### config.mk
export PLATFORM = sky130hd
export DESIGN_NAME = tsc_charge_ctrl
export DESIGN_NICKNAME = d
export VERILOG_FILES = /design/src/tsc_pkg.sv /design/src/tsc_charge_ctrl.sv
export VERILOG_INCLUDE_DIRS = /design/src
export SDC_FILE = /design/constraint.sdc
export NUM_CORES = 1
export LEC_CHECK = 0
export BUFFER_PORTS_ARGS = -buffer_cell sky130_fd_sc_hd__buf_4
export CAP_MARGIN = 20
export CORE_ASPECT_RATIO = 0.8
export CORE_MARGIN = 5
export CORE_UTILIZATION = 50
export CTS_CLUSTER_DIAMETER = 100
export DETAILED_ROUTE_END_ITERATION = 10
export MAX_ROUTING_LAYER = met4
export PLACE_DENSITY = 0.77
export SLEW_MARGIN = 15
export SYNTH_ARGS = -nofsm -noshare
export SYNTH_HDL_FRONTEND = slang
export SYNTH_SLANG_ARGS = --single-unit
export TNS_END_PERCENT = 30
### constraint.sdc
create_clock -name clk_sys_in -period 1.3 [get_ports clk_sys_in]
set_input_delay 0.13 -clock clk_sys_in [delete_from_list [all_inputs] [get_ports clk_sys_in]]
set_output_delay 0.13 -clock clk_sys_in [all_outputs]
set_load 0.01 [all_outputs]
### src/tsc_defines.svh
// offsets, field positions, reset values for the supply charge control block
`ifndef TSC_DEFINES_SVH
`define TSC_DEFINES_SVH

// register word offsets on the plain register port
`define TSC_ADDR_W           4
`define TSC_DATA_W           8
`define TSC_ADDR_CTRL        4'h0
`define TSC_ADDR_LEVEL       4'h1
`define TSC_ADDR_STATUS      4'h2

// control register fields
`define TSC_CTRL_REG_OFF_BIT     0
`define TSC_CTRL_NO_LISTEN_BIT   1
`define TSC_CTRL_REQUEST_BIT     2

// level register fields
`define TSC_LEVEL_TARGET_LSB     0
`define TSC_LEVEL_TARGET_MSB     3
`define TSC_LEVEL_CURRENT_LSB    4
`define TSC_LEVEL_CURRENT_MSB    7

// status word fields
`define TSC_STAT_REACHED_BIT     0
`define TSC_STAT_CHARGING_BIT    1
`define TSC_STAT_SUSPENDED_BIT   2
`define TSC_STAT_OFF_BIT         3

// reset values: regulation off after power-up
`define TSC_CTRL_RESET       8'h01
`define TSC_LEVEL_RESET      8'h00

`endif

### src/tsc_pkg.sv
// types shared by the supply charge control block
package tsc_pkg;

	// charger control states
	typedef enum logic [1:0] {
		TSC_ST_OFF,
		TSC_ST_CHARGE,
		TSC_ST_HOLD,
		TSC_ST_SUSPEND
	} tsc_state_t;

	// complete state of the block, registered as one word
	typedef struct packed {
		tsc_state_t  state;
		logic        reg_off;
		logic        no_listen;
		logic        request;
		logic [3:0]  target;
		logic [3:0]  current;
		logic [2:0]  above_sync;
		logic        above;
		logic        burst_d;
		logic        req_at_burst;
		logic        charge_on;
		logic        reached;
		logic [7:0]  rdata;
	} tsc_regs_t;

endpackage

### src/tsc_charge_ctrl.sv
// charge regulator control for the transformer centre-tap supply
//
// Functional notes
// - supply regulated by a voltage monitor; target from supply_target_level field
// - charging current source switches off once supply crosses the target
// - charge current magnitude follows the charge_current_level field
// - regulation-off bit set after power-up; software clears it to enable
// - with regulation on, charger re-enables intermittently as capacitor discharges
// - no_recharge_while_listening stops charging automatically when a burst ends
// - setting recharge_request turns supply charging back on
// - status word reports supply_level_reached when target voltage attained
// - request still set at the burst prevents the automatic stop
// - suppression and request behaviour ignored while regulation is off
//
// Decided for this implementation: the address-and-strobe port and the address map.
`timescale 1ns/1ns
`include "tsc_defines.svh"

module tsc_charge_ctrl (
	input  wire logic                     clk_sys_in,
	input  wire logic                     rst_n_in,
	input  wire logic [`TSC_ADDR_W-1:0]   addr_in,
	input  wire logic [`TSC_DATA_W-1:0]   wdata_in,
	input  wire logic                     wr_in,
	input  wire logic                     rd_in,
	input  wire logic                     supply_above_target_in,
	input  wire logic                     burst_active_in,
	output logic      [`TSC_DATA_W-1:0]   rdata_out,
	output logic                          charge_enable_out,
	output logic      [3:0]               supply_target_level_out,
	output logic      [3:0]               charge_current_level_out,
	output logic                          supply_regulation_off_out,
	output logic                          supply_level_reached_out
);

	// register map, one byte per word:
	//   control  bit 0 regulation off, bit 1 no recharge while listening,
	//            bit 2 recharge request
	//   level    low nibble supply target level, high nibble charge current level
	//   status   bit 0 level reached, bit 1 charging, bit 2 suspended,
	//            bit 3 regulation off; read only
	// charger states:
	//   off      regulation disabled; current source off, supply pin left floating
	//   charge   current source on until the monitor reports the target
	//   hold     target reached; waits for the supply capacitor to sag
	//   suspend  listen phase; no recharge until software asks for one
	// the monitor comparator is analog and free running, so it is filtered before
	// it steers anything; a one-cycle glitch never moves the charger
	// the burst flag comes from logic on this clock and is used unfiltered
	// limitation: the filter adds about four cycles between crossing and switch-off

	tsc_pkg::tsc_regs_t r_reg;
	tsc_pkg::tsc_regs_t r_next;

	// decoded strobes and events
	logic wr_ctrl;
	logic wr_level;
	logic rd_status;
	logic req_set_evt;
	logic burst_start;
	logic burst_end;
	logic suppress_hit;
	logic [3:0] wdata_target;
	logic [3:0] wdata_current;

	assign wr_ctrl       = wr_in && (addr_in == `TSC_ADDR_CTRL);
	assign wr_level      = wr_in && (addr_in == `TSC_ADDR_LEVEL);
	assign rd_status     = rd_in && (addr_in == `TSC_ADDR_STATUS);
	assign req_set_evt   = wr_ctrl && wdata_in[`TSC_CTRL_REQUEST_BIT];
	assign burst_start   = burst_active_in && !r_reg.burst_d;
	assign burst_end     = !burst_active_in && r_reg.burst_d;
	assign wdata_target  = wdata_in[`TSC_LEVEL_TARGET_MSB:`TSC_LEVEL_TARGET_LSB];
	assign wdata_current = wdata_in[`TSC_LEVEL_CURRENT_MSB:`TSC_LEVEL_CURRENT_LSB];
	// automatic stop only when the request was clear at burst start
	assign suppress_hit  = burst_end && r_reg.no_listen && !r_reg.req_at_burst;

	// next-state logic for the whole block
	always_comb
	begin
		r_next = r_reg;

		// monitor comparator is asynchronous: three stages, act once 2nd and 3rd agree
		r_next.above_sync = {r_reg.above_sync[1:0], supply_above_target_in};
		if (r_reg.above_sync[1] == r_reg.above_sync[2])
		begin
			r_next.above = r_reg.above_sync[2];
		end
		r_next.burst_d = burst_active_in;

		// writes land one edge later; this port never inserts wait states
		// register writes
		if (wr_ctrl)
		begin
			r_next.reg_off   = wdata_in[`TSC_CTRL_REG_OFF_BIT];
			r_next.no_listen = wdata_in[`TSC_CTRL_NO_LISTEN_BIT];
			r_next.request   = wdata_in[`TSC_CTRL_REQUEST_BIT];
		end
		if (wr_level)
		begin
			r_next.target  = wdata_target;
			r_next.current = wdata_current;
		end

		// request is judged by its value when the burst starts
		// a request written during the burst itself does not count for that burst
		if (burst_start)
		begin
			r_next.req_at_burst = r_reg.request;
		end

		// charger state machine
		// off always steps to charge; the off-bit override below pulls it back
		case (r_reg.state)
			tsc_pkg::TSC_ST_OFF:
			begin
				r_next.state = tsc_pkg::TSC_ST_CHARGE;
			end
			tsc_pkg::TSC_ST_CHARGE:
			begin
				if (r_reg.above)
				begin
					r_next.state = tsc_pkg::TSC_ST_HOLD;
				end
			end
			tsc_pkg::TSC_ST_HOLD:
			begin
				if (!r_reg.above)
				begin
					r_next.state = tsc_pkg::TSC_ST_CHARGE;
				end
			end
			tsc_pkg::TSC_ST_SUSPEND:
			begin
				r_next.state = tsc_pkg::TSC_ST_SUSPEND;
			end
			default:
			begin
				r_next.state = tsc_pkg::TSC_ST_OFF;
			end
		endcase

		// listen-phase suppression after a burst
		if (suppress_hit && (r_reg.state != tsc_pkg::TSC_ST_OFF))
		begin
			r_next.state = tsc_pkg::TSC_ST_SUSPEND;
		end
		// a request set by software wins over a stop in the same cycle
		if (req_set_evt && (r_next.state == tsc_pkg::TSC_ST_SUSPEND))
		begin
			r_next.state = tsc_pkg::TSC_ST_CHARGE;
		end
		// regulation off overrides everything, suppression included
		if (r_reg.reg_off)
		begin
			r_next.state = tsc_pkg::TSC_ST_OFF;
		end

		// registered outputs derived from the new state
		// taken from the next state so the outputs move in step with it
		r_next.charge_on = (r_next.state == tsc_pkg::TSC_ST_CHARGE);
		r_next.reached   = r_next.above && (r_next.state != tsc_pkg::TSC_ST_OFF);

		// read data stands one cycle after the read strobe only
		// zero between reads so a stray sample never sees stale data
		r_next.rdata = 8'h00;
		if (rd_in)
		begin
			case (addr_in)
				`TSC_ADDR_CTRL:
				begin
					r_next.rdata[`TSC_CTRL_REG_OFF_BIT]   = r_reg.reg_off;
					r_next.rdata[`TSC_CTRL_NO_LISTEN_BIT] = r_reg.no_listen;
					r_next.rdata[`TSC_CTRL_REQUEST_BIT]   = r_reg.request;
				end
				`TSC_ADDR_LEVEL:
				begin
					r_next.rdata = {r_reg.current, r_reg.target};
				end
				`TSC_ADDR_STATUS:
				begin
					r_next.rdata[`TSC_STAT_REACHED_BIT]   = r_reg.reached;
					r_next.rdata[`TSC_STAT_CHARGING_BIT]  = r_reg.charge_on;
					r_next.rdata[`TSC_STAT_SUSPENDED_BIT] =
						(r_reg.state == tsc_pkg::TSC_ST_SUSPEND);
					r_next.rdata[`TSC_STAT_OFF_BIT]       = r_reg.reg_off;
				end
				default:
				begin
					r_next.rdata = 8'h00;
				end
			endcase
		end
	end

	// state register; regulation starts switched off
	always_ff @(posedge clk_sys_in or negedge rst_n_in)
	begin
		if (!rst_n_in)
		begin
			r_reg         <= '0;
			r_reg.reg_off <= 1'b1;
		end
		else
		begin
			r_reg <= r_next;
		end
	end

	// outputs straight from the state register
	assign rdata_out                 = r_reg.rdata;
	assign charge_enable_out         = r_reg.charge_on;
	assign supply_target_level_out   = r_reg.target;
	assign charge_current_level_out  = r_reg.current;
	assign supply_regulation_off_out = r_reg.reg_off;
	assign supply_level_reached_out  = r_reg.reached;

	// helper terms read only by the checks
	logic in_suspend;
	logic in_hold;
	logic below_target;
	assign in_suspend   = (r_reg.state == tsc_pkg::TSC_ST_SUSPEND);
	assign in_hold      = (r_reg.state == tsc_pkg::TSC_ST_HOLD);
	assign below_target = !r_reg.above;
endmodule

==> Word-level counts from Yosys, hierarchy flattened <==
Cells that the tools add are included.
{ "word_totals": {"output_inout_bits": 19, "ff_bits": 29, "word_cells": 49} }
{ "op_classes": {"muxes": 11, "reduce_logical": 17, "eq_ne": 8} }
{ "op_table": {"columns": ["operator", "count"], "rows": [
  ["logical AND 1 bit", 10],
  ["2-to-1 mux 2 bit", 5],
  ["one-hot mux 3 bit (3 select lines)", 1],
  ["2-to-1 mux 8 bit", 1],
  ["one-hot mux 2 bit (4 select lines)", 1],
  ["equality test 2 bit, second input constant", 3],
  ["equality test 2 x 1 -> 1 bit, second input constant", 2],
  ["equality test 4 x 1 -> 1 bit, second input constant", 1],
  ["equality test 4 x 2 -> 1 bit, second input constant", 1],
  ["zero test 4 bit", 1],
  ["2-to-1 mux 4 bit", 1],
  ["nonzero test 2 bit", 2],
  ["zero test 1 bit", 3],
  ["zero test 2 bit", 1],
  ["one-hot mux 1 bit (2 select lines)", 1],
  ["equality test 1 bit", 1],
  ["2-to-1 mux 1 bit", 1]
]} }

==> Longest topological paths before layout <==
Gate-level depths: netlist (run 1).
{ "logic_depth": {"ltp_word": 12, "mapped_depth": 4, "depth_no_buf": 3} }

==> Least setup slack after synthesis (run 1) <==
Ideal clock, no wire load.
{ "synth_path": {"kind": "register to register", "startpoint": "reg r_reg[25] (netlist name)", "endpoint": "reg r_reg, in the netlist charge_enable_out", "arrival_time_ns": 1.021, "stages_incl_launch_ff": 4, "slack_ns": 0.160, "setup_ns": 0.119, "required_ns": 1.181, "path_cell_list": "dfrtp_1 > and4bb_2 > o2111a_1 > o21ba_2"} }
{ "synth_lines": {"columns": ["element", "line", "text"], "rows": [
  ["start: declaration", "tsc_charge_ctrl.sv:52", "tsc_pkg::tsc_regs_t r_reg;"],
  ["start signal: assignment", "tsc_charge_ctrl.sv:205", "r_reg <= r_next;"]
]} }

==> out/results.tsv, run 1 <==
stage	metric	value	unit
logic_synthesis	share of flip-flops with an asynchronous set or reset	100	%
place	GPL Wtd Cong	0.750	
worst_setup_path	CP Capture Type	flip-flop	
clock_tree	Post-CTS Setup Bufs	0	
logic_synthesis	Syn Nets	115	
pwr	VDD IR max	0.000708	V
logic_synthesis	mapped cell area	0.00127	mm^2
route	iteration count of the initial detailed-routing pass	4	
logic_synthesis	synthesized instance count	97	
final_layout	layout cells sized above 1	53.1	%
worst_setup_path	Crit Path Max Fanout	3	
place	DP HPWL	1760	um
sta	final critical-path required period	1230	ps
sta	Worst Tran Pin Value	356	ps
logic_synthesis	yosys warns	0	
worst_hold_path	Hold/Removal Path Class	primary input to flip-flop	
route	via count	779	
logic_synthesis	register bit total from synthesis	29	
sta	clk_skew	10.5	ps
sta	setup TNS	0	ps
final_layout	layout overhead on the synthesized area	22.0	%
clock_tree	Root Buffer	clkbuf_4	
global_route	initial antenna violation count	0	
flow_run	Max Cap Violations	0	
floorplanning	# rows	16	
status	status	completed	
sta	RSZ-0062 raised after global routing	false	
global_route	first-pass GRT wire length	3900	um
clock_tree	worst-case clock buffer depth	2	
global_route	vias in the first global route	867	
pwr	Lkg Pwr	0.761	nW
worst_setup_path	CP max stage delay	540	ps
final_layout	Fill cells	217	
final_layout	antenna cell count	0	
route	routed length per instance	13.7	um
logic_synthesis	Synth area leaders	dfrtp_1 (55%), mux2_2 (11%), buf_4 (10%)	
floorplanning	die area	0.00366	mm^2
global_route	largest net degree at the start of global routing	30	
pwr	pwr dens	1400	mW/mm^2
logic_synthesis	post-synth cell types	27	
place	placed cell area	0.00148	mm^2
pwr	Pwr Total	2.17	mW
route	WL final	2240	um
route	Detail Route Antenna Nets	0	
clock_tree	Sink Count	29	
worst_setup_path	crit path DAT	1460	ps
floorplanning	IO Pins	37	
worst_setup_path	Startpoint Class	primary input	
logic_synthesis	Syn Area/Cell	13.1	um^2
logic_synthesis	Primary FF master, synth	dfrtp_1	
worst_setup_path	critical path's top delay family	buffers and inverters	
sta	worst hold slack	33.3	ps
worst_setup_path	WS Path Type	primary input to flip-flop	
clock_tree	H-tree depth	2	
sta	relative slew slack	76.2	%
clock_tree	Clock Latency Late Sink	330	ps
sta	Pins Over Slew Limit	0	
floorplanning	core area	0.00244	mm^2
route	vias per cell	4.75	
global_route	All-Layer GR Usage	15.7	%
worst_setup_path	Slowest cell on crit path	dlygate4sd3_1	
worst_setup_path	Buf/Inv on CP	2	
floorplanning	Initial Util	52.2	%
clock_tree	CTS buffer count	5	
clock_tree	TritonCTS clock tree	built	
sta	Peak Freq	815	MHz
final_layout	Nets	145	
global_route	GRT overflow	0	
logic_synthesis	top cell type's share of synthesized area	55.0	%
route	DRC Markers	0	
floorplanning	Die Wd	66.4	um
worst_setup_path	Req. time, crit path	1530	ps
logic_synthesis	leading area contributor after synthesis	dfrtp_1	
sta	Final Setup Violations	0	
clock_tree	clk slew on worst S/H paths	100	ps
route	drt first-iter violations	13	
place	port bufs	36	
sta	period utilization	94.4	%
logic_synthesis	number of enable flip-flop cells after synthesis	0	
final_layout	final instance area	0.00155	mm^2
floorplanning	die height	55.1	um
worst_setup_path	critical-path cell list	dlygate4sd3_1, buf_4, and4bb_2, o2111a_1, o21ba_2	
logic_synthesis	post-synthesis sequential area ratio	57.1	%
sta	hold violation total from the final report	0	
-- cell families (layout without fill, tap and decap cells) --
| logic type | Yosys count | in the layout | synth area share [%] |
|---|---|---|---|
| buffers and inverters | 17 | 48 | 10.0 |
| adders and majority gates | 1 | 1 | 0.786 |
| and+or+nand+nor | 27 | 27 | 14.7 |
| muxes | 14 | 14 | 12.2 |
| AOI/OAI and AO/OA | 9 | 9 | 5.21 |
| DFF | 29 | 29 | 57.1 |
-- what timing repair did --
item | 4_1_cts | 5_1_grt
setup endpoints to repair | 0 | 1
resized for setup | 0 | 0
endpoints found under the hold margin | 31 | 0
hold buffers | 3 | 0
-- worst reg2reg max path, stage by stage, from the launching register on --
cell,delay [ps]
dfrtp_1,400
and4bb_2,240
o2111a_1,240
o21ba_2,210
-- layout by cell type (no fill, tap or decap) --
cell type       n
dfrtp_1        28
nand3_1         1
or2_2           3
nand2b_1        1
o2111a_1        1
dfstp_2         1
dlygate4sd3_1   3
nand2_4         1
nor2b_1         2
clkinv_2        2
a21oi_1         3
o21ba_2         1
nand2_1         4
a31oi_1         1
nor3b_4         1
nor2_1          3
mux2_2         12
nor2b_2         1
o31ai_1         1
buf_4          37
and2_1          6
nor3_1          1
clkbuf_4        5
mux2i_1         2
and4bb_2        1
clkinvlp_4      1
maj3_1          1
nor2b_4         1
a2bb2oi_1       1
a21o_1          1
or3b_4          1
-- metal layers --
layer,vias up,global-route usage (%),part of all wire (%)
met1,378,17.5,42
li1,376,-,-
met2,20,25.2,50
met5,-,-,0
met3,5,5.05,6.3
met4,0,9.12,1.6
-- Yosys cell counts, drive strengths merged (2+ instances only) --
cell type	count
a21oi	3
and2	6
buf	17
dfrtp	28
mux2	12
mux2i	2
nand2	5
nor2	3
nor2b	4
or2	3
-- path summary, 6_finish.rpt --
kind                                  startpoint                                endpoint  slack (ps)  depth (start not counted)
min reg2reg                 r_next[14]$_DFF_PN0_                    r_next[15]$_DFF_PN0_         370                          0
min                                  wdata_in[3]  supply_target_level_out[3]$_DFFE_PN0P_          30                          2
min in group asynchronous               rst_n_in                     r_reg[12]$_DFF_PN0_         250                          2
max in group asynchronous               rst_n_in   supply_regulation_off_out$_DFFE_PN1N_         760                          2
max reg2reg                r_reg[25]$_DFFE_PN0N_             charge_enable_out$_DFF_PN0_         120                          3
max                              burst_active_in             charge_enable_out$_DFF_PN0_          70                          5
-- power by group --
group | switching (mW) | leakage, nW | internal (mW)
Sequential | 0.106 | 0.363 | 1.05
Combinational | 0.197 | 0.367 | 0.299
Clock | 0.315 | 0.0310 | 0.203
-- final cells by class --
cell class	instances	area, um^2	area share, %
Multi-Input combinational cell	51	419	27.0
Tap cell	36	45.0	2.90
Sequential cell	29	727	46.8
Clock inverter	3	17.5	1.13
Clock buffer	5	37.5	2.42
Timing Repair Buffer	40	308	19.8
-- per-stage QoR --
stage          cells  util [%]  worst slack [ps]
2_1_floorplan     97         -               160
3_3_place_gp     154      60.5               138
3_5_place_dp     154      60.5               127
4_1_cts          165      63.9              16.0
5_1_grt          164      63.6              22.6
6_report         164      63.6              73.0
(Power assumes the default switching activity.)
==> run 2: changes to the inputs <==
CORE_ASPECT_RATIO = 1.5   (was 0.8)
==> out/results.tsv, run 2 (synthesized netlist as in run 1, its figures left out) <==
stage	metric	value	unit	change
floorplanning	# rows	22		was 16
status	status	completed		unchanged
clock_tree	TritonCTS clock tree	built		unchanged
clock_tree	worst-case clock buffer depth	2		unchanged
sta	clk_skew	7.06	ps	was 10.5 ps
clock_tree	Sink Count	29		unchanged
sta	Worst Tran Pin Value	353	ps	was 356 ps
worst_setup_path	reg2reg setup slack	100	ps	was 120 ps
floorplanning	core area	0.00245	mm^2	was 0.00244 mm^2
final_layout	antenna cell count	0		unchanged
floorplanning	Die Wd	51.2	um	was 66.4 um
place	placed cell area	0.00146	mm^2	was 0.00148 mm^2
worst_setup_path	CP Capture Type	flip-flop		unchanged
sta	Pins Over Slew Limit	0		unchanged
pwr	pwr dens	1460	mW/mm^2	was 1400 mW/mm^2
route	iteration count of the initial detailed-routing pass	4		unchanged
route	drt first-iter violations	15		was 13
global_route	GRT overflow	0		unchanged
sta	final setup margin	80.4	ps	was 73.0 ps
sta	Final Setup Violations	0		unchanged
sta	setup TNS	0	ps	unchanged
place	DP Worst Slack	117	ps	was 127 ps
clock_tree	CTS buffer count	5		unchanged
floorplanning	IO Pins	37		unchanged
global_route	largest net degree at the start of global routing	30		unchanged
route	via count	780		was 779
final_layout	commonest non-fill, non-tap cell in the layout	buf_4		unchanged
sta	relative slew slack	76.4	%	was 76.2%
clock_tree	Root Buffer	clkbuf_4		unchanged
final_layout	most frequent cells in the layout	buf_4 (37), dfrtp_1 (28), mux2_2 (12)		unchanged
sta	worst hold slack	44.3	ps	was 33.3 ps
clock_tree	H-tree depth	2		unchanged
worst_setup_path	Crit Path Max Fanout	3		unchanged
floorplanning	Initial Util	52.0	%	was 52.2%
sta	final critical-path required period	1220	ps	was 1230 ps
floorplanning	die height	71.8	um	was 55.1 um
global_route	initial antenna violation count	0		unchanged
place	port bufs	36		unchanged
pwr	Pwr Total	2.27	mW	was 2.17 mW
worst_setup_path	Startpoint Class	primary input		unchanged
global_route	vias in the first global route	812		was 867
route	DRC Markers	0		unchanged
final_layout	Util after Layout	63.4	%	was 63.6%
route	vias per cell	5.13		was 4.75
worst_setup_path	crit path DAT	1440	ps	was 1460 ps
final_layout	final instance area	0.00155	mm^2	unchanged
route	WL final	2190	um	was 2240 um
final_layout	Nets	145		unchanged
worst_setup_path	WS Path Type	primary input to flip-flop		unchanged
flow_run	Max Cap Violations	0		unchanged
sta	period utilization	93.8	%	was 94.4%
sta	Peak Freq	820	MHz	was 815 MHz
route	routed length per instance	14.4	um	was 13.7 um
clock_tree	Clock Latency Late Sink	320	ps	was 330 ps
place	Placed Cells	142		was 154
final_layout	non-filler instance count after layout	152		was 164
clock_tree	clk slew on worst S/H paths	90	ps	was 100 ps
final_layout	layout cells sized above 1	53.1	%	unchanged
pwr	VDD IR max	0.000819	V	was 0.000708 V
final_layout	Fill cells	196		was 217
place	GPL Wtd Cong	0.807		was 0.750
global_route	All-Layer GR Usage	14.9	%	was 15.7%
final_layout	layout overhead on the synthesized area	22.0	%	unchanged
floorplanning	die area	0.00368	mm^2	was 0.00366 mm^2
worst_setup_path	Req. time, crit path	1520	ps	was 1530 ps
worst_hold_path	Hold/Removal Path Class	primary input to flip-flop		unchanged
pwr	Lkg Pwr	0.771	nW	was 0.761 nW
route	Detail Route Antenna Nets	0		unchanged
clock_tree	Post-CTS Setup Bufs	0		unchanged
sta	RSZ-0062 raised after global routing	false		unchanged
place	DP HPWL	1740	um	was 1760 um
sta	hold violation total from the final report	0		unchanged
clock_tree	post-cts gate resize count	0		unchanged
global_route	first-pass GRT wire length	3770	um	was 3900 um
==> run 2: path summary, 6_finish.rpt <==
kind,start,endpoint,depth (start not counted)
setup / recovery,burst_active_in,charge_enable_out$_DFF_PN0_,5
hold / removal,wdata_in[4],charge_current_level_out[0]$_DFFE_PN0P_,2
setup reg to reg,r_reg[25]$_DFFE_PN0N_,charge_enable_out$_DFF_PN0_,3
hold reg to reg,r_next[14]$_DFF_PN0_,r_next[15]$_DFF_PN0_,0
max in group asynchronous,rst_n_in,supply_regulation_off_out$_DFFE_PN1N_,2
min in group asynchronous,rst_n_in,r_reg[27]$_DFF_PN0_,2
==> run 2: report_power, final <==
part           total (mW)  internal, mW  switching (mW)  leakage, nW
Combinational       0.496         0.298           0.198        0.367
Sequential           1.17          1.05           0.112        0.363
Clock               0.603         0.313           0.290       0.0413
==> run 2: critical path, stage by stage <==
cell and delay, ps:
dlygate4sd3_1 520, buf_4 110, and4bb_2 230, o2111a_1 240, o21ba_2 200
==> run 2: repair_timing <==
action	CTS	global route
endpoints found under the hold margin	31	0
hold buffers	3	0
endpoints found under the setup margin	0	1
==> run 2: metal layers <==
layer,GRT usage [%],part of all wire [%]
met5,-,0
met4,8.75,2.1
met3,6.86,6.6
met2,22.5,52
met1,15.9,40
==> run 2: cell type report <==
| type | instances | area [um^2] | share of cell area, % |
|---|---|---|---|
| Timing Repair Buffer | 40 | 308 | 19.8 |
| Clock buffer | 7 | 65.1 | 4.19 |
| Clock inverter | 1 | 5.00 | 0.322 |
| Sequential cell | 29 | 727 | 46.8 |
| Multi-Input combinational cell | 51 | 419 | 27.0 |
| Tap cell | 24 | 30.0 | 1.93 |
==> run 3: changes to the inputs <==
clock period = 1.4 ns   (was 1.3 ns; I/O delays follow)
==> out/results.tsv, run 3 (synthesized netlist as in run 1, its figures left out) <==
stage	metric	value	unit	change
clock_tree	clk slew on worst S/H paths	100	ps	was 90 ps
sta	Final Setup Violations	0		unchanged
worst_setup_path	Req. time, crit path	1620	ps	was 1520 ps
place	GPL Wtd Cong	0.796		was 0.807
final_layout	commonest non-fill, non-tap cell in the layout	buf_4		unchanged
global_route	largest net degree at the start of global routing	30		unchanged
route	vias per cell	5.26		was 5.13
sta	clk_skew	17.7	ps	was 7.06 ps
place	port bufs	36		unchanged
global_route	initial antenna violation count	0		unchanged
global_route	first-pass GRT wire length	3880	um	was 3770 um
sta	hold violation total from the final report	0		unchanged
clock_tree	Sink Count	29		unchanged
floorplanning	Initial Util	52.0	%	unchanged
sta	period utilization	87.9	%	
worst_setup_path	Crit Path Max Fanout	3		unchanged
place	Placed Cells	141		was 142
route	routed length per instance	14.8	um	was 14.4 um
route	DR top layer	met4		unchanged
route	wire length on met1	953	um	was 869 um
clock_tree	post-cts gate resize count	0		unchanged
worst_setup_path	CP Capture Type	flip-flop		unchanged
clock_tree	Root Buffer	clkbuf_4		unchanged
pwr	pwr dens	1300	mW/mm^2	was 1460 mW/mm^2
clock_tree	TritonCTS clock tree	built		unchanged
pwr	Net Sw Frac	27.7	%	was 26.5%
worst_hold_path	Hold/Removal Path Class	primary input to flip-flop		unchanged
global_route	GRT overflow	0		unchanged
final_layout	antenna cell count	0		unchanged
clock_tree	Clock Latency Late Sink	320	ps	about the same
clock_tree	hold_buf cts	3		unchanged
floorplanning	IO Pins	37		unchanged
sta	setup TNS	0	ps	unchanged
pwr	Lkg Pwr	0.762	nW	was 0.771 nW
sta	Peak Freq	812	MHz	
pwr	Clock Power Share	22.9	%	was 26.6%
sta	Pins Over Slew Limit	0		unchanged
final_layout	layout cells sized above 1	52.3	%	was 53.1%
floorplanning	die area	0.00368	mm^2	unchanged
pwr	internal power	1.45	mW	was 1.67 mW
clock_tree	H-tree depth	2		unchanged
sta	Worst Tran Pin Value	355	ps	was 353 ps
route	via count	799		was 780
floorplanning	Die Wd	51.2	um	unchanged
final_layout	Nets	145		unchanged
final_layout	layout overhead on the synthesized area	20.5	%	was 22.0%
global_route	vias in the first global route	859		was 812
worst_setup_path	Buf/Inv on CP	2		unchanged
route	drt first-iter violations	24		was 15
floorplanning	# rows	22		unchanged
sta	relative slew slack	76.4	%	about the same
pwr	Pwr Total	2.00	mW	was 2.27 mW
clock_tree	CTS buffer count	5		unchanged
pwr	Logic pwr share	23.1	%	was 21.9%
worst_setup_path	CP max stage delay	520	ps	about the same
worst_setup_path	Slowest cell on crit path	dlygate4sd3_1		unchanged
final_layout	most frequent cells in the layout	buf_4 (37), dfrtp_1 (28), mux2_2 (12)		unchanged
route	DRC Markers	0		unchanged
clock_tree	worst-case clock buffer depth	2		unchanged
worst_setup_path	WS Path Type	primary input to flip-flop		unchanged
route	WL final	2240	um	was 2190 um
route	WL met2	1110	um	was 1130 um
place	DP HPWL	1690	um	was 1740 um
route	iteration count of the initial detailed-routing pass	4		unchanged
route	WL met3	149	um	was 145 um
worst_setup_path	crit path DAT	1450	ps	was 1440 ps
pwr	Reg power frac	54.0	%	was 51.5%
status	status	completed		unchanged
worst_setup_path	Startpoint Class	primary input		unchanged
final_layout	non-filler instance count after layout	152		unchanged
sta	worst hold slack	53.3	ps	was 44.3 ps
pwr	NetSw	0.553	mW	was 0.600 mW
route	Detail Route Antenna Nets	0		unchanged
clock_tree	Post-CTS Setup Bufs	0		unchanged
floorplanning	die height	71.8	um	unchanged
pwr	VDD IR max	0.000876	V	was 0.000819 V
sta	RSZ-0062 raised after global routing	false		unchanged
worst_setup_path	critical path's top delay family	buffers and inverters		unchanged
sta	final critical-path required period	1230	ps	
global_route	All-Layer GR Usage	14.7	%	was 14.9%
worst_setup_path	critical-path cell list	dlygate4sd3_1, buf_4, and4bb_2, o2111a_1, o21ba_2		unchanged
floorplanning	core area	0.00245	mm^2	unchanged
flow_run	Max Cap Violations	0		unchanged
==> run 3: metal layers <==
metal  global-route usage, %  vias up
li1                        -      376
met1                    17.1      392
met2                    22.8       27
met3                    6.03        4
met4                    5.25        0
met5                       -        -
==> run 3: final timing paths <==
kind / from / to / slack [ps] / cells after the start
max: burst_active_in / charge_enable_out$_DFF_PN0_ / 170 / 5
min: wdata_in[6] / charge_current_level_out[2]$_DFFE_PN0P_ / 50 / 2
max reg2reg: r_reg[25]$_DFFE_PN0N_ / charge_enable_out$_DFF_PN0_ / 190 / 3
min reg2reg: r_next[14]$_DFF_PN0_ / r_next[15]$_DFF_PN0_ / 340 / 0
max in group asynchronous: rst_n_in / supply_regulation_off_out$_DFFE_PN1N_ / 810 / 2
min in group asynchronous: rst_n_in / r_reg[27]$_DFF_PN0_ / 260 / 2
==> run 3: worst reg2reg max path: cells and delay by family (launching register included) <==
family | cells | cell delay (ps)
compound gates | 2 | 450
flops | 1 | 410
simple gates | 1 | 250
==> run 3: through the flow <==
step / worst slack [ps] / utilization, % / area (um^2)
after floorplan: 260 / - / 1270
after global placement: 235 / 59.3 / 1450
after detailed placement: 209 / 59.3 / 1450
after CTS: 178 / 62.7 / 1540
after global routing: 132 / 62.7 / 1540
final: 169 / 62.7 / 1540
==> run 3: area by class of cell <==
class	instances	area, um^2
Multi-Input combinational cell	51	419
Clock buffer	6	41.3
Fill cell	215	915
Sequential cell	29	727
Clock inverter	2	10.0
Timing Repair Buffer	40	308
Tap cell	24	30.0
==> run 3: power groups by stage <==
stage               Sequential (mW)  Combinational, mW  Clock, mW
global placement               1.09              0.459          0
finish                         1.08              0.461      0.459
detailed placement             1.10              0.461          0
floorplan                      1.08              0.319          0
CTS                            1.08              0.471      0.478
global route                   1.11              0.509      0.509
